File: src/logic/meim_regs.vh
// register map and field layout of the low event interrupt mask block
// included by the mask design file; holds definitions only
`ifndef MEIM_REGS_VH
`define MEIM_REGS_VH

// word offsets as printed are not all multiples of four: index kept, byte = 4*index
`define MEIM_IDX_ENABLE_LOW 16'hE50A
`define MEIM_IDX_STATUS 16'hE50C
`define MEIM_IDX_CLEAR 16'hE50D
`define MEIM_IDX_MEASUREMENT_MODE_REG 16'hE50E
`define MEIM_IDX_PULSE_OUTPUT_MODE_REG 16'hE50F
`define MEIM_ADDR_W 18

// event bit positions
`define MEIM_B_TOTAL_ACTIVE_ENERGY_HALF_EN 0
`define MEIM_B_LCYC 5
`define MEIM_B_APA 6
`define MEIM_B_PSUM1 9
`define MEIM_B_RPA 10
`define MEIM_B_PSUM2 13
`define MEIM_B_PULSE1 14
`define MEIM_B_DONE 17
`define MEIM_B_PSUM3 18
`define MEIM_EV_W 19
`define MEIM_RSV_W 13

// mode register fields
`define MEIM_MM_ACTSEL 0
`define MEIM_MM_REACTSEL 1
`define MEIM_MM_W 2
`define MEIM_CF_W 12
`define MEIM_CF_SEL1_LO 0
`define MEIM_CF_SEL2_LO 3
`define MEIM_CF_SEL3_LO 6
`define MEIM_CF_DIS1 9
`define MEIM_CF_DIS2 10
`define MEIM_CF_DIS3 11

// reset values
`define MEIM_RST_MASK 19'h00000
`define MEIM_RST_MM 2'h0
`define MEIM_RST_CF 12'h000

`endif

File: src/logic/meim_event_irq_mask_low.v
// low event interrupt mask with status, clear and mode registers
// assumes event inputs are single-cycle pulses or levels in the ref_clk domain,
// pulse pins asynchronous; Wishbone classic slave on the same clock
// Function
// - bit 0 enables total active half-full
// - bit 1 enables fundamental active half-full
// - bit 2 enables total reactive half-full
// - bit 3 enables fundamental reactive half-full
// - bit 4 enables apparent energy half-full
// - bit 5 enables line-cycle accumulation done
// - bits 6-8 phase active sign, mode-selected
// - bits 10-12 phase reactive sign, mode-selected
// - bit 9 first pulse sum sign
// - bit 13 second pulse sum sign
// - bit 18 third pulse sum sign
// - bit 14 first pulse falling edge, even disabled
// - bit 15 second pulse falling edge, even disabled
// - bit 16 third pulse falling edge, even disabled
// - pulse power selects at mode bits 2:0/5:3/8:6
// - bit 17 enables dsp cycle done
// - bits 31:19 reserved, zero, no effect
//
// Added by the designer: register access over Wishbone.
`timescale 1ns/10ps
`default_nettype none
`include "meim_regs.vh"

module meim_event_irq_mask_low (
   // clock and reset
   input wire ref_clk,
   input wire rst,
   // wishbone slave
   input wire wb_cyc_i,
   input wire wb_stb_i,
   input wire wb_we_i,
   input wire [`MEIM_ADDR_W-1:0] wb_adr_i,
   input wire [3:0] wb_sel_i,
   input wire [31:0] wb_dat_i,
   output reg [31:0] wb_dat_o,
   output reg wb_ack_o,
   output reg wb_err_o,
   // accumulator bit 30 of each phase, per energy kind
   input wire [2:0] totActBit30,
   input wire [2:0] fundActBit30,
   input wire [2:0] totReactBit30,
   input wire [2:0] fundReactBit30,
   input wire [2:0] apparentBit30,
   // line-cycle accumulation done pulse
   input wire lineCycDone,
   // power signs per phase, 1 = negative
   input wire [2:0] totActSign,
   input wire [2:0] fundActSign,
   input wire [2:0] totReactSign,
   input wire [2:0] fundReactSign,
   // sign of summed power per pulse datapath, 1 = negative
   input wire [2:0] pulseSumSign,
   // internal active-low pulse outputs, before pin disable
   input wire energyPulse1N,
   input wire energyPulse2N,
   input wire energyPulse3N,
   // dsp cycle done pulse
   input wire dspCycleDone,
   // mode outputs to the datapaths
   output wire [2:0] pulseOut1PowerSel,
   output wire [2:0] pulseOut2PowerSel,
   output wire [2:0] pulseOut3PowerSel,
   output wire pulseOut1Disable,
   output wire pulseOut2Disable,
   output wire pulseOut3Disable,
   output wire activeSignSourceSel,
   output wire reactiveSignSourceSel,
   // interrupt request, active high level
   output wire irq
);

   reg [`MEIM_EV_W-1:0] maskFf;
   reg [`MEIM_EV_W-1:0] statusFf;
   reg [`MEIM_MM_W-1:0] mmodeFf;
   reg [`MEIM_CF_W-1:0] cfmodeFf;
   reg [14:0] bit30PrevFf;
   reg [2:0] actSgnPrevFf;
   reg [2:0] reactSgnPrevFf;
   reg [2:0] sumSgnPrevFf;
   reg [2:0] pulseS1Ff;
   reg [2:0] pulseS2Ff;
   reg [2:0] pulseS3Ff;
   reg [2:0] pulseStableFf;
   reg [`MEIM_EV_W-1:0] nxt_statusFf;
   reg [`MEIM_EV_W-1:0] events;
   wire [14:0] bit30Now;
   wire [2:0] actSgnNow;
   wire [2:0] reactSgnNow;
   wire [2:0] pulseFall;
   wire [2:0] pulseAgree;
   wire [2:0] pulseNxt;
   wire [`MEIM_ADDR_W-3:0] wordIdx;
   wire access;
   wire wrStrobe;
   wire hitMask;
   wire hitStatus;
   wire hitClear;
   wire hitMm;
   wire hitCf;
   wire mapped;

   // the byte address carries the printed index in its upper bits
   assign wordIdx = wb_adr_i[`MEIM_ADDR_W-1:2];
   assign access = wb_cyc_i & wb_stb_i & ~wb_ack_o & ~wb_err_o;
   assign hitMask = (wordIdx == `MEIM_IDX_ENABLE_LOW);
   assign hitStatus = (wordIdx == `MEIM_IDX_STATUS);
   assign hitClear = (wordIdx == `MEIM_IDX_CLEAR);
   assign hitMm = (wordIdx == `MEIM_IDX_MEASUREMENT_MODE_REG);
   assign hitCf = (wordIdx == `MEIM_IDX_PULSE_OUTPUT_MODE_REG);
   assign mapped = hitMask | hitStatus | hitClear | hitMm | hitCf;
   assign wrStrobe = access & wb_we_i & mapped;

   // mode fields feed the pulse and sign datapaths
   assign pulseOut1PowerSel = cfmodeFf[`MEIM_CF_SEL1_LO+2:`MEIM_CF_SEL1_LO];
   assign pulseOut2PowerSel = cfmodeFf[`MEIM_CF_SEL2_LO+2:`MEIM_CF_SEL2_LO];
   assign pulseOut3PowerSel = cfmodeFf[`MEIM_CF_SEL3_LO+2:`MEIM_CF_SEL3_LO];
   assign pulseOut1Disable = cfmodeFf[`MEIM_CF_DIS1];
   assign pulseOut2Disable = cfmodeFf[`MEIM_CF_DIS2];
   assign pulseOut3Disable = cfmodeFf[`MEIM_CF_DIS3];
   assign activeSignSourceSel = mmodeFf[`MEIM_MM_ACTSEL];
   assign reactiveSignSourceSel = mmodeFf[`MEIM_MM_REACTSEL];

   // sign sources picked by the measurement mode bits
   assign actSgnNow = mmodeFf[`MEIM_MM_ACTSEL] ? fundActSign : totActSign;
   assign reactSgnNow = mmodeFf[`MEIM_MM_REACTSEL] ? fundReactSign : totReactSign;
   assign bit30Now = {apparentBit30, fundReactBit30, totReactBit30, fundActBit30, totActBit30};

   // pulse pins: three stages, change counts when stages two and three agree
   assign pulseNxt = {energyPulse3N, energyPulse2N, energyPulse1N};
   assign pulseAgree = ~(pulseS2Ff ^ pulseS3Ff);
   // taken before the pin disable, so a disabled pin still interrupts
   assign pulseFall = pulseStableFf & ~pulseS3Ff & pulseAgree;

   // event detection, one bit per status position
   always @* begin
      events = {`MEIM_EV_W{1'b0}};
      events[`MEIM_B_TOTAL_ACTIVE_ENERGY_HALF_EN+0] = |(bit30Now[2:0] ^ bit30PrevFf[2:0]);
      events[`MEIM_B_TOTAL_ACTIVE_ENERGY_HALF_EN+1] = |(bit30Now[5:3] ^ bit30PrevFf[5:3]);
      events[`MEIM_B_TOTAL_ACTIVE_ENERGY_HALF_EN+2] = |(bit30Now[8:6] ^ bit30PrevFf[8:6]);
      events[`MEIM_B_TOTAL_ACTIVE_ENERGY_HALF_EN+3] = |(bit30Now[11:9] ^ bit30PrevFf[11:9]);
      events[`MEIM_B_TOTAL_ACTIVE_ENERGY_HALF_EN+4] = |(bit30Now[14:12] ^ bit30PrevFf[14:12]);
      events[`MEIM_B_LCYC] = lineCycDone;
      events[`MEIM_B_APA+2:`MEIM_B_APA] = actSgnNow ^ actSgnPrevFf;
      events[`MEIM_B_PSUM1] = pulseSumSign[0] ^ sumSgnPrevFf[0];
      events[`MEIM_B_RPA+2:`MEIM_B_RPA] = reactSgnNow ^ reactSgnPrevFf;
      events[`MEIM_B_PSUM2] = pulseSumSign[1] ^ sumSgnPrevFf[1];
      events[`MEIM_B_PULSE1+2:`MEIM_B_PULSE1] = pulseFall;
      events[`MEIM_B_DONE] = dspCycleDone;
      events[`MEIM_B_PSUM3] = pulseSumSign[2] ^ sumSgnPrevFf[2];
   end

   // status: set wins over a clear in the same cycle
   always @* begin
      nxt_statusFf = statusFf;
      if (wrStrobe && hitClear) begin
         nxt_statusFf = statusFf & ~wb_dat_i[`MEIM_EV_W-1:0];
      end
      nxt_statusFf = nxt_statusFf | events;
   end

   // flags latch regardless of mask; the mask only gates the request
   assign irq = |(statusFf & maskFf);

   // history of watched signals and the pulse synchroniser
   always @(posedge ref_clk or posedge rst) begin
      if (rst) begin
         bit30PrevFf <= 15'h0000;
         actSgnPrevFf <= 3'h0;
         reactSgnPrevFf <= 3'h0;
         sumSgnPrevFf <= 3'h0;
         pulseS1Ff <= 3'h7;
         pulseS2Ff <= 3'h7;
         pulseS3Ff <= 3'h7;
         pulseStableFf <= 3'h7;
      end else begin
         bit30PrevFf <= bit30Now;
         // selector change may look like a reversal; accepted as rare
         actSgnPrevFf <= actSgnNow;
         reactSgnPrevFf <= reactSgnNow;
         sumSgnPrevFf <= pulseSumSign;
         pulseS1Ff <= pulseNxt;
         pulseS2Ff <= pulseS1Ff;
         pulseS3Ff <= pulseS2Ff;
         pulseStableFf <= (pulseStableFf & ~pulseAgree) | (pulseS3Ff & pulseAgree);
      end
   end

   // register file and bus answer, one wait state
   always @(posedge ref_clk or posedge rst) begin
      if (rst) begin
         maskFf <= `MEIM_RST_MASK;
         statusFf <= {`MEIM_EV_W{1'b0}};
         mmodeFf <= `MEIM_RST_MM;
         cfmodeFf <= `MEIM_RST_CF;
         wb_ack_o <= 1'b0;
         wb_err_o <= 1'b0;
         wb_dat_o <= 32'h00000000;
      end else begin
         statusFf <= nxt_statusFf;
         wb_ack_o <= access & mapped;
         wb_err_o <= access & ~mapped;
         if (wrStrobe && hitMask) begin
            // reserved upper bits are not stored and read as zero
            if (wb_sel_i[0]) maskFf[7:0] <= wb_dat_i[7:0];
            if (wb_sel_i[1]) maskFf[15:8] <= wb_dat_i[15:8];
            if (wb_sel_i[2]) maskFf[18:16] <= wb_dat_i[18:16];
         end
         if (wrStrobe && hitMm && wb_sel_i[0]) begin
            mmodeFf <= wb_dat_i[`MEIM_MM_W-1:0];
         end
         if (wrStrobe && hitCf) begin
            if (wb_sel_i[0]) cfmodeFf[7:0] <= wb_dat_i[7:0];
            if (wb_sel_i[1]) cfmodeFf[11:8] <= wb_dat_i[11:8];
         end
         wb_dat_o <= 32'h00000000;
         if (access && !wb_we_i) begin
            if (hitMask) wb_dat_o <= {{`MEIM_RSV_W{1'b0}}, maskFf};
            else if (hitStatus) wb_dat_o <= {{`MEIM_RSV_W{1'b0}}, statusFf};
            else if (hitMm) wb_dat_o <= {30'h00000000, mmodeFf};
            else if (hitCf) wb_dat_o <= {20'h00000, cfmodeFf};
         end
      end
   end

endmodule
`default_nettype wire

File: config.mk
export PLATFORM = sky130hd
export DESIGN_NAME = meim_event_irq_mask_low
export DESIGN_NICKNAME = d
export VERILOG_FILES = /design/src/logic/meim_event_irq_mask_low.v
export VERILOG_INCLUDE_DIRS = /design/src /design/src/logic
export SDC_FILE = /design/constraint.sdc
export NUM_CORES = 1
export LEC_CHECK = 0
export ABC_CLOCK_PERIOD_IN_PS = 10900
export BUFFER_PORTS_ARGS = -buffer_cell sky130_fd_sc_hd__buf_2
export CELL_PAD_IN_SITES_DETAIL_PLACEMENT = 0
export CELL_PAD_IN_SITES_GLOBAL_PLACEMENT = 1
export CORE_MARGIN = 5
export CORE_UTILIZATION = 40
export CTS_BUF_LIST = sky130_fd_sc_hd__clkbuf_4
export CTS_CLUSTER_DIAMETER = 30
export DETAILED_ROUTE_END_ITERATION = 7
export PLACE_DENSITY_LB_ADDON = 0.1
export RECOVER_POWER = 50
export SLEW_MARGIN = 0
export SYNTH_ARGS = -nofsm -noshare
export SYNTH_HDL_FRONTEND = slang
export SYNTH_SLANG_ARGS = --single-unit
File: constraint.sdc
create_clock -name ref_clk -period 10.9 [get_ports ref_clk]
set_input_delay 2.18 -clock ref_clk [delete_from_list [all_inputs] [get_ports ref_clk]]
set_output_delay 2.18 -clock ref_clk [all_outputs]
set_load 0.02 [all_outputs]
* Yosys cells after proc, flatten, opt, wreduce, memory -nomap -nowiden *
Index checks and enable logic that the tools add are counted.

storage, ports and cells
  output and inout bits = 49
  word-level logic and storage cells = 86
  register bits after elaboration = 122

operators by class
  mux-type cells = 8
  eq/ne operators = 5
  bitwise gates (word level) = 37
  reduce and logical (&&, ||, !) cells = 18

operator list
  cell                                         number
  16-bit equality test, second input constant  5
  19-bit two-way mux                           4
  19-bit bitwise AND                           2
  12-bit two-way mux                           2
  3-bit bitwise XOR                            8
  19-bit inverter                              1
  19-bit OR                                    1
  19-bit OR reduction                          1
  3-bit OR reduction                           5
  3-bit bitwise AND                            4
  2-bit AND reduction                          5
  3-bit inverter                               3
  1-bit bitwise AND                            7
  1-bit logical AND                            6
  3-bit two-way mux                            2
  1-bit OR                                     4
  1-bit inverter                               3
  3-bit OR                                     1
  1-bit bitwise XOR                            3
  1-bit logical NOT                            1

* Longest topological paths before layout *
Gate-level depths: netlist (run 1).

  depth in word-level cells = 9
  gate-level depth with buffers = 6
  depth with buffers taken out = 4

* Worst setup path after synthesis (run 1) *
No wires, ideal clock.

  path type = input -> register
  from = in wb_adr_i[7]
  to = reg maskFf[10]
  buffers on the path = 1
  arrival time = 3.699 ns
  slack = 7.076 ns
  stages on the path = 5
  cells stage by stage = or4_4 -> nor4_1 -> nor2b_1 -> buf_2 -> mux2_2

on the way
  cells in the longest elaborated chain, start to end = 8
  elaborated cells on any way between the ends = 12

RTL lines
  element                                   RTL line                       source
  start: declaration                        meim_event_irq_mask_low.v:36   input wire [`MEIM_ADDR_W-1:0] wb_adr_i,
  16-bit equality test (no source line)     -
  1-bit OR (4 in series)                    meim_event_irq_mask_low.v:114  assign mapped = hitMask | hitStatus | hitClear | hitMm | hitCf;
  1-bit bitwise AND                         meim_event_irq_mask_low.v:115  assign wrStrobe = access & wb_we_i & mapped;
  1-bit logical AND (*)                     meim_event_irq_mask_low.v:206  if (wrStrobe && hitMask) begin
  2-bit AND reduction (no source line) (*)  -
  end signal: assignment                    meim_event_irq_mask_low.v:195  maskFf <= `MEIM_RST_MASK;
  end signal: assignment                    meim_event_irq_mask_low.v:209  if (wb_sel_i[1]) maskFf[15:8] <= wb_dat_i[15:8];
  end: declaration                          meim_event_irq_mask_low.v:76   reg [`MEIM_EV_W-1:0] maskFf;

Mark *: on every way between the ends. The rest lies on a longest branch, timed or not.
A chain may end at the register's enable or synchronous reset.

==> run metrics, run 1 <==
hold endpoint=pulseS2Ff[1]; CTS Hold Bufs=0; RSZ-0062 raised after global routing=no; number of flops mapped to enable cells by yosys=0; #FFs+latches synth=around 110; Min Hold Slack=368.1 ps; Setup Viol. Count Final=0; Tcrit/Tclk final=0.5497; GRT Resource Usage Total=0.1746; Worst-path clk slew=140 ps; boundary pin count=around 140; initial DRC count=between 150 and 200; placed cells=612; P_leak=2.426 nW; Worst EP arrival=approximately 5900 ps; IR drop worst, VDD=79.51 uV; PD cells=119.5 nW/um^2; CTS H-tree lvls=3; hold violation total from the final report=0; Root Driver=clkbuf_4; Simple-Gate Fraction of Synth Area=0.1184; routed length per instance=around 19 um; worst-margin pin slew=3070 ps; Final #Nets=~570; R2R Path Start=wb_err_o; Mapped Cells=~360; area share of xor/xnor cells in the synthesized design=0.04697; Synth Flop Type=dfrtp_1; global-route wire length before repair=19170 um; CP delay by family, top=buffers and inverters; Starting Density=0.4083; relative slew slack=-1.047; vias per std cell=roughly 5.3; die height=118.0 um; Place WS=slightly above 6000 ps; synthesis-to-layout area growth=16.75%; antenna-violating nets left=0; Cell Chain, Critical Path=buf_2 -> clkinvlp_2 -> clkbuf_1; Min-Delay Path Class=flip-flop to flip-flop; Min Clock Period, post-route=5991 ps; FF/Latch Area=2743 um^2; setup bufs post-CTS=0; Design Power=0.6505 mW; vias in the first global route=3472; Placed Area=5359 um^2; Buf+Inv Stages, Crit Path=3; Synth Area in Adders=0.006441; GRT Residual Overflow=0; setup tns final=0 ps; reg2reg setup slack=~8100 ps; dpl hpwl=8660 um; GR Layer Usage met3=0.05815; fin area=roughly 5400 um^2; Distinct cells, synth=48; final wirelength=about 12000 um; clock buffer depth=2; Horiz. Die Dim=118.0 um; Synth top area share=0.5207; area of the multi-input gates=1821 um^2; TritonCTS clock tree=done; Mean Syn Cell Area=12.81 um^2; clock buffer count from CTS=9; mux share of post-synthesis cell area=0.09420; slowest CP cell=clkbuf_1; Synthesis Warnings=0; Core Rows=39; worst setup margin=4909 ps; Critical Path End Type=asynchronous set/reset pin; R2R cell count=4; Startpoint Class=input port; FMAX=166.9 MHz; failing checks=capacitance limit, slew limit; slowest stage delay, CP=2270 ps; required time of the critical path=10830 ps; Worst Skew=15.25 ps; share of layout cells above drive strength 1=0.3381; largest family of logic cells by synthesized area=simple AND/OR/NAND/NOR gates; Clock Latency Late Sink=470 ps; CP max FO=57; worst hold path depth=0; Top Usage Layer GRT=met2; drt first pass iters=4; Final Util=0.4767; Vias=~3300; Core Footprint=11420 um^2; clk sinks=around 110; register area share after synthesis=0.5883; Finished Layout Cells=628; Hold Startpoint=pulseS1Ff[1]; met2 usage=0.2769; Critical Setup Path Class=input port to asynchronous set/reset pin; gpl congestion=0.8036; die area=13910 um^2; status=complete, but fails checks; I/O Buffers=113; Synth area leaders=dfrtp_1 (52%), mux2_2 (9.2%), dfstp_2 (6.8%); grt met1 use=0.2338; Max Cap Viol=2; r2r endpoint=maskFf[5]; ys async rst share=1.000; # DRC=0; Fillers=1108; post-synth top area cell=dfrtp_1; Cell Area, Synth=4662 um^2; antenna violations before repair=0; Slew Limit Fails=112; Antenna diodes=0; largest net degree at the start of global routing=58; post-synthesis compound-gate area fraction=0.1108; post_cts resized=0
## report_power, final
part | total [mW] | internal [mW] | switching [mW] | leakage [nW]
logic | 0.0536 | 0.0192 | 0.0344 | 1.03
clock network | 0.179 | 0.0562 | 0.123 | 0.0692
registers | 0.418 | 0.414 | 0.00356 | 1.32
## area by class of cell
class / count / share of cell area
well taps: 143 / 0.03287
flip-flops and latches: 109 / 0.5039
repair buffers: 119 / 0.1074
clock inverters: 3 / 0.002529
multi-input cells: 240 / 0.3345
inverters: 1 / 0.0009195
clock buffers: 13 / 0.01793
## placed cells by master (no fill, tap or decap), drive strengths merged, types with 3 or more instances in the layout
cell type / n
mux2: 39
dfrtp: 97
nor3: 6
o21ai: 12
nand2: 12
nor3b: 6
a22oi: 13
maj3: 3
dfstp: 12
conb: 13
buf: 100
nand4: 24
a2111o: 5
clkbuf: 32
xor2: 24
o211ai: 8
a21o: 14
nand3: 7
nor4: 3
clkinv: 3
a21oi: 11
nor4bb: 3
nor2: 11
## how the worst max path moves through the flow
stage | startpoint | to | slack, ps | cells past startpoint
floorplan | rst | actSgnPrevFf[0] | 5870 | 1
global placement | wb_stb_i | maskFf[4] | 6220 | 5
detailed placement | wb_stb_i | maskFf[2] | 6220 | 5
CTS | maskFf[5] | irq | 6730 | 5
global route | rst | wb_dat_o[7] | 3990 | 3
finish | rst | sumSgnPrevFf[0] | 4910 | 3
## per-layer routing
| metal | part of all wire | wire length (um) |
|---|---|---|
| met5 | 0 | 0 |
| met4 | 0.0066 | 78 |
| met2 | 0.47 | 5543 |
| met1 | 0.46 | 5415 |
| met3 | 0.072 | 861 |
## cell families after synthesis
group	count (synthesis)
flip-flops	109
buffers and inverters	27
XOR/XNOR	25
other	1
adder cells (fa/ha/maj)	3
AND/OR/NAND/NOR	87
AO/OA/AOI/OAI	73
multiplexers	39
## state kept, by name, summed over array words and instances, names as in the netlist, named ones only
| signal | flops |
|---|---|
| wb_err_o | 1 |
| wb_dat_o | 19 |
| actSgnPrevFf | 3 |
| pulseS1Ff | 3 |
| statusFf | 19 |
| mmodeFf | 2 |
| pulseS2Ff | 3 |
| pulseS3Ff | 3 |
| reactSgnPrevFf | 3 |
| bit30PrevFf | 15 |
| cfmodeFf | 12 |
| sumSgnPrevFf | 3 |
| maskFf | 19 |
| wb_ack_o | 1 |
## cell usage after synthesis (2+ instances only)
| master | count |
|---|---|
| nor2b_1 | 2 |
| nor3b_1 | 5 |
| nand3_1 | 7 |
| nand2b_1 | 2 |
| o211ai_1 | 8 |
| o21ai_0 | 12 |
| a21o_1 | 14 |
| a221oi_1 | 2 |
| nor4_1 | 2 |
| nor2_1 | 11 |
| a2111o_1 | 5 |
| dfstp_2 | 12 |
| o22ai_1 | 2 |
| nand4bb_1 | 2 |
| clkbuf_1 | 5 |
| buf_4 | 13 |
| o2111ai_1 | 2 |
| a21oi_1 | 11 |
| nor3_1 | 5 |
| xor2_1 | 24 |
| nand2_1 | 12 |
| nor4bb_1 | 3 |
| buf_2 | 7 |
| a22o_1 | 2 |
| dfrtp_1 | 97 |
| maj3_1 | 3 |
| nand4_1 | 24 |
| mux2_2 | 38 |
| a22oi_1 | 13 |
No activity file was read; power rests on OpenSTA's default activity.
==> run 2, diff against run 1 <==
--- a/config.mk
+++ b/config.mk
@@ -6,7 +6,8 @@
 export SDC_FILE = /design/constraint.sdc
 export NUM_CORES = 1
 export LEC_CHECK = 0
-export ABC_CLOCK_PERIOD_IN_PS = 10900
+export ABC_AREA = 1
+export ABC_CLOCK_PERIOD_IN_PS = 5800
 export BUFFER_PORTS_ARGS = -buffer_cell sky130_fd_sc_hd__buf_2
 export CELL_PAD_IN_SITES_DETAIL_PLACEMENT = 0
 export CELL_PAD_IN_SITES_GLOBAL_PLACEMENT = 1
==> constraint.sdc (replaced) <==
create_clock -name ref_clk -period 5.8 [get_ports ref_clk]
set_input_delay 1.16 -clock ref_clk [delete_from_list [all_inputs] [get_ports ref_clk]]
set_output_delay 1.16 -clock ref_clk [all_outputs]
set_load 0.02 [all_outputs]
==> run metrics, run 2 <==
Starting Density=0.4093 (was 0.4083); antenna-violating nets left=0 (unchanged); Clk pwr share=0.309 (was 0.276); Core Rows=39 (unchanged); Cell Chain, Critical Path=buf_2 -> clkinvlp_2 -> buf_4 (was buf_2 -> clkinvlp_2 -> clkbuf_1); most common cell in the netlist=nand2_1 (was dfrtp_1); Hold Startpoint=pulseS1Ff[0] (was pulseS1Ff[1]); Distinct cells, synth=31 (was 48); commonest non-fill, non-tap cells in the layout=nand2_1 (137), dfrtp_1 (97), buf_2 (95) (was dfrtp_1 (97), buf_2 (95), mux2_2 (32)); Clock Latency Late Sink=490 ps (was 470 ps); hold endpoint=pulseS2Ff[0] (was pulseS2Ff[1]); Synthesis Warnings=0 (unchanged); RSZ-0062 raised after global routing=no (unchanged); IR drop worst, VDD=221.4 uV (was 79.51 uV); Mean Syn Cell Area=9.657 um^2 (was 12.81 um^2); Min Clock Period, post-route=3168 ps; Min-Delay Path Class=flip-flop to flip-flop (unchanged); antenna violations before repair=1 (was 0); R2R cell count=6 (was 4); Synth area leaders=dfrtp_1 (52%), nand2_1 (11%), dfstp_2 (6.7%) (was dfrtp_1 (52%), mux2_2 (9.2%), dfstp_2 (6.8%)); clock buffer count from CTS=9 (unchanged); Max Cap Viol=1 (was 2); TritonCTS clock tree=done (unchanged); slowest CP cell=clkinvlp_2 (was clkbuf_1); Root Driver=clkbuf_4 (unchanged); r2r endpoint=statusFf[0] (was maskFf[5]); relative slew slack=-1.132 (was -1.047); Slew Limit Fails=74 (was 112); #FFs+latches synth=109 (unchanged); CTS Hold Bufs=0 (unchanged); area of the multi-input gates=1677 um^2 (was 1821 um^2); Core Footprint=11470 um^2 (was 11420 um^2); gpl congestion=0.8084 (was 0.8036); Comb pwr share=0.071 (was 0.082); global-route wire length before repair=19290 um (was 19170 um); largest registers=maskFf: 19 flops, statusFf: 19 flops, wb_dat_o: 19 flops (unchanged); failing checks=capacitance limit, slew limit (unchanged); Pint=0.9485 mW (was 0.4894 mW); FF/Latch Area=2743 um^2 (unchanged); Horiz. Die Dim=118.3 um (was 118.0 um); reg2reg setup slack=3440 ps (was 8100 ps); FMAX=315.6 MHz; Tcrit/Tclk final=0.5463; Vias=3595 (was 3320); final wirelength=11660 um (was 11900 um); boundary pin count=143 (unchanged); post_cts resized=0 (unchanged); clock buffer depth=2 (unchanged); Synth Flop Type=dfrtp_1 (unchanged); setup tns final=0 ps (unchanged); GRT Resource Usage Total=0.1742 (was 0.1746); I/O Buffers=113 (unchanged); Worst Skew=19.20 ps (was 15.25 ps); switching pwr=0.3199 mW (was 0.1610 mW); CP delay by family, top=buffers and inverters (unchanged); Final #Nets=696 (was 574); setup bufs post-CTS=0 (unchanged); clk sinks=109 (unchanged); sequential share of power=0.619 (was 0.642); Mapped Cells=486 (was 364); Setup Viol. Count Final=0 (unchanged); P_leak=2.633 nW (was 2.426 nW); register area share after synthesis=0.5844 (was 0.5883); status=complete, but fails checks (unchanged); synthesis-to-layout area growth=15.94% (was 16.75%); worst-margin pin slew=3181 ps (was 3070 ps); vias in the first global route=3763 (was 3472); ys async rst share=1.000 (unchanged); Antenna diodes=0 (unchanged); die height=118.3 um (was 118.0 um); largest net degree at the start of global routing=74 (was 58); R2R Path Start=wb_ack_o (was wb_err_o); largest family of logic cells by synthesized area=simple AND/OR/NAND/NOR gates (unchanged); routed length per instance=15.56 um (was 18.95 um); post-synthesis compound-gate area fraction=0.07758 (was 0.1108); CTS H-tree lvls=3 (unchanged); hold violation total from the final report=0 (unchanged); Worst-path clk slew=140 ps (about the same); Switching Fraction=0.2522 (was 0.2475); most common cell after layout, fill and taps aside=nand2_1 (was dfrtp_1); synth cell count leaders=nand2_1 (137), dfrtp_1 (97), o21ai_0 (41) (was dfrtp_1 (97), mux2_2 (38), nand4_1 (24), xor2_1 (24), a21o_1 (14)); slowest stage delay, CP=1790 ps (was 2270 ps); Startpoint Class=input port (unchanged); drt first pass iters=4 (unchanged); CP max FO=73 (was 57); post-synth top area cell=dfrtp_1 (unchanged); Worst EP arrival=3760 ps (was 5920 ps); initial DRC count=272 (was 168); Synth Area in Adders=0.006398 (was 0.006441); Critical Setup Path Class=input port to asynchronous set/reset pin (unchanged); Design Power=1.268 mW (was 0.6505 mW); # DRC=0 (unchanged); die area=14000 um^2 (was 13910 um^2); area share of xor/xnor cells in the synthesized design=0.04479 (was 0.04697); worst hold path depth=0 (unchanged); required time of the critical path=6390 ps (was 10830 ps); Critical Path End Type=asynchronous set/reset pin (unchanged); PD cells=233.1 nW/um^2 (was 119.5 nW/um^2); share of layout cells above drive strength 1=0.2228 (was 0.3381); Simple-Gate Fraction of Synth Area=0.2079 (was 0.1184); vias per std cell=4.800 (was 5.287); Buf+Inv Stages, Crit Path=3 (unchanged); Synth top area share=0.5172 (was 0.5207); dpl hpwl=8157 um (was 8660 um); GRT Residual Overflow=0 (unchanged); Cell Area, Synth=4693 um^2 (was 4662 um^2); number of flops mapped to enable cells by yosys=0 (unchanged); Fillers=1142 (was 1108); mux share of post-synthesis cell area=0.01440 (was 0.09420)
run 2: worst max-delay path by stage:
stage                     cells past startpoint  slack [ps]               to   startpoint
after floorplan                               1        1790  actSgnPrevFf[0]          rst
after CTS                                     5        2630              irq  statusFf[4]
after global routing                          3        2140     pulseS1Ff[1]          rst
after detailed placement                      6        2690      statusFf[2]     wb_cyc_i
after global placement                       11        2700       maskFf[12]  wb_adr_i[3]
final                                         3        2630     pulseS1Ff[1]          rst
run 2: power groups by stage:
stage	Clock (mW)	Combinational (mW)	Sequential, mW
detailed placement	0	0.0951	0.799
floorplan	0	0.0575	0.798
global placement	0	0.0931	0.799
global route	0.444	0.104	0.788
finish	0.392	0.0906	0.786
CTS	0.409	0.0956	0.786
run 2: layer usage:
layer / wire, um / vias up / track usage / share of wire
met5: 13 / - / 0 / 0.0011
met4: 61 / 2 / 0.03871 / 0.0052
met3: 728 / 6 / 0.06208 / 0.062
met2: 5672 / 89 / 0.2820 / 0.49
met1: 5179 / 1715 / 0.2261 / 0.44
li1: - / 1783 / - / -
run 2: cells by family (layout without fill, tap and decap cells):
| family | count (synthesis) | after routing |
|---|---|---|
| xor+xnor | 24 | 24 |
| simple gates | 209 | 209 |
| mux | 6 | 6 |
| buf+inv | 63 | 171 |
| other cells | 1 | 13 |
| fa+ha+maj | 3 | 3 |
| compound gates | 71 | 71 |
| flops | 109 | 109 |
run 2: final cells by class:
class | count | area share
inverter | 42 | 0.02920
clock inverter | 5 | 0.01081
clock buffer | 10 | 0.01380
timing repair buffer | 114 | 0.1012
multi-input combinational | 326 | 0.3081
sequential | 109 | 0.5040
tap | 143 | 0.03288
run 2: per-stage QoR:
stage / std cells / cell area [um^2] / hold WS (ps) / setup WS (ps) / utilization
2_1_floorplan: 498 / 4738 / 345.2 / 1786 / -
3_3_place_gp: 734 / 5351 / 345.9 / 2700 / 0.4667
3_5_place_dp: 734 / 5351 / 347.9 / 2689 / 0.4667
4_1_cts: 749 / 5485 / 368.3 / 2628 / 0.4783
5_1_grt: 749 / 5441 / 382.0 / 2139 / 0.4745
6_report: 749 / 5441 / 371.9 / 2632 / 0.4745
==> run 3, diff against run 2 <==
--- a/config.mk
+++ b/config.mk
@@ -7,7 +7,7 @@
 export NUM_CORES = 1
 export LEC_CHECK = 0
 export ABC_AREA = 1
-export ABC_CLOCK_PERIOD_IN_PS = 5800
+export ABC_CLOCK_PERIOD_IN_PS = 3100
 export BUFFER_PORTS_ARGS = -buffer_cell sky130_fd_sc_hd__buf_2
 export CELL_PAD_IN_SITES_DETAIL_PLACEMENT = 0
 export CELL_PAD_IN_SITES_GLOBAL_PLACEMENT = 1
==> constraint.sdc (replaced) <==
create_clock -name ref_clk -period 3.1 [get_ports ref_clk]
set_input_delay 0.62 -clock ref_clk [delete_from_list [all_inputs] [get_ports ref_clk]]
set_output_delay 0.62 -clock ref_clk [all_outputs]
set_load 0.02 [all_outputs]
==> run metrics, run 3 (synthesized netlist as in run 2, its figures left out) <==
status=finished clean (was complete, but fails checks); # DRC=0 (unchanged); worst setup margin=556.2 ps (was 2632 ps); slowest CP cell=dfrtp_1 (was clkinvlp_2); most common cell after layout, fill and taps aside=nand2_1 (unchanged); RSZ-0062 raised after global routing=no (unchanged); setup bufs post-CTS=0 (unchanged); post_cts resized=0 (unchanged); final wirelength=11260 um (was 11660 um); reg2reg setup slack=1130 ps (was 3440 ps); Tcrit/Tclk final=0.8206; CP max FO=3 (was 73); GRT Residual Overflow=0 (unchanged); dpl hpwl=8039 um (was 8157 um); largest net degree at the start of global routing=110 (was 74); setup tns final=0 ps (unchanged); Core Footprint=11470 um^2 (unchanged); commonest non-fill, non-tap cells in the layout=nand2_1 (137), dfrtp_1 (97), buf_2 (95) (unchanged); Horiz. Die Dim=118.3 um (unchanged); CTS H-tree lvls=3 (unchanged); antenna-violating nets left=0 (unchanged); R2R cell count=7 (was 6); Antenna diodes=0 (unchanged); boundary pin count=143 (unchanged); P_leak=2.665 nW (was 2.633 nW); die height=118.3 um (unchanged); Final #Nets=701 (was 696); placed cells=739 (was 734); routed length per instance=14.91 um (was 15.56 um); Setup Viol. Count Final=0 (unchanged); required time of the critical path=2480 ps (was 6390 ps); R2R Path Start=wb_ack_o (unchanged); drt first pass iters=4 (unchanged); initial DRC count=184 (was 272); gpl congestion=0.8079 (was 0.8084); switching pwr=0.5725 mW (was 0.3199 mW); clk sinks=109 (unchanged); global-route wire length before repair=19000 um (was 19290 um); Max Cap Viol=0 (was 1); Crit path top cell by count=nand4_1; slowest stage delay, CP=430 ps (was 1790 ps); FMAX=between 300 and 400 MHz; Buf+Inv Stages, Crit Path=1 (was 3); Min Clock Period, post-route=roughly 2500 ps; Critical Path End Type=output port (was asynchronous set/reset pin); Worst Skew=27.84 ps (was 19.20 ps); clock buffer count from CTS=9 (unchanged); Clock Latency Late Sink=490 ps (about the same); Design Power=2.288 mW (was 1.268 mW); Min Hold Slack=222.7 ps (was 371.9 ps); Root Driver=clkbuf_4 (unchanged); Pint=1.715 mW (was 0.9485 mW); GR Layer Usage met3=0.05731 (was 0.06208); Worst-path clk slew=180 ps (was 140 ps); hold endpoint=pulseS1Ff[0] (was pulseS2Ff[0]); Min-Delay Path Class=input port to flip-flop (was flip-flop to flip-flop); relative slew slack=0.6157 (was -1.132); share of layout cells above drive strength 1=0.2435 (was 0.2228); Top Usage Layer GRT=met2 (unchanged); Comb pwr share=0.076 (was 0.071); r2r endpoint=statusFf[2] (was statusFf[0]); vias in the first global route=3742 (was 3763); Switching Fraction=0.2502 (was 0.2522); CTS Hold Bufs=0 (unchanged); Hold Startpoint=energyPulse1N (was pulseS1Ff[0]); Critical Setup Path Class=flip-flop to output port (was input port to asynchronous set/reset pin); Place WS=680.6 ps (was 2689 ps); sequential share of power=0.642 (was 0.619); antenna violations before repair=0 (was 1); met2 usage=0.2809 (was 0.2820); Finished Layout Cells=755 (was 749); IR drop worst, VDD=300.4 uV (was 221.4 uV); GRT Resource Usage Total=0.1704 (was 0.1742); hold violation total from the final report=0 (unchanged); die area=14000 um^2 (unchanged); PD cells=416.5 nW/um^2 (was 233.1 nW/um^2); CP delay by family, top=simple AND/OR/NAND/NOR gates (was buffers and inverters); worst-margin pin slew=576.5 ps (was 3181 ps); Vias=3573 (was 3595); Clk pwr share=0.283 (was 0.309); Startpoint Class=flip-flop (was input port); synthesis-to-layout area growth=17.04% (was 15.94%); clock buffer depth=2 (unchanged); grt met1 use=0.2160 (was 0.2261); worst hold path depth=1 (was 0); Cell Chain, Critical Path=nand2_1 -> nand4_1 -> nor4_1 -> nand4_1 -> buf_2 (was buf_2 -> clkinvlp_2 -> buf_4); largest registers=maskFf: 19 flops, statusFf: 19 flops, wb_dat_o: 19 flops (unchanged); TritonCTS clock tree=done (unchanged); Slew Limit Fails=0 (was 74); Core Rows=39 (unchanged); Worst EP arrival=1920 ps (was 3760 ps); Starting Density=0.4093 (unchanged); I/O Buffers=113 (unchanged); vias per std cell=4.732 (was 4.800)
## run 3: area by class of cell
type	instances	area [um^2]
clock buffer	12	90.09
clock inverter	4	25.02
fill	1134	5974
inverter	42	158.9
multi-input combinational	326	1697
sequential	109	2743
tap	143	178.9
timing repair buffer	119	600.6
## run 3: worst max-delay path by stage
stage                start         endpoint  slack (ps)  depth (start not counted)
2_1_floorplan          rst  actSgnPrevFf[0]        1170                          1
3_3_place_gp   wb_adr_i[3]       maskFf[12]         720                         11
3_5_place_dp   wb_adr_i[3]       maskFf[10]         680                         11
4_1_cts        statusFf[6]              irq         480                          5
5_1_grt        statusFf[4]              irq         470                          5
6_report       statusFf[6]              irq         560                          5
## run 3: through the flow
step,cell area (um^2),utilization
CTS,5518,0.4812
global placement,5403,0.4711
global route,5493,0.4790
detailed placement,5403,0.4711
floorplan,4742,-
finish,5493,0.4790
## run 3: worst reg2reg max path: cells and delay by family, from the launching register on
family | cells | cell delay (ps)
simple gates | 5 | 880
compound gates | 1 | 350
buf+inv | 1 | 220
flops | 1 | 400
## run 3: per-layer routing
| metal | wire (um) | up-vias |
|---|---|---|
| met5 | 0 | - |
| met4 | 136 | 0 |
| met3 | 659 | 13 |
| met2 | 5539 | 79 |
| met1 | 4922 | 1689 |
| li1 | - | 1792 |
## run 3: power by group through the flow
stage,logic [mW],registers [mW],clock network (mW)
detailed placement,0.181,1.50,0
finish,0.173,1.47,0.647
global placement,0.178,1.49,0
CTS,0.182,1.47,0.684
global route,0.198,1.47,0.743
floorplan,0.108,1.49,0
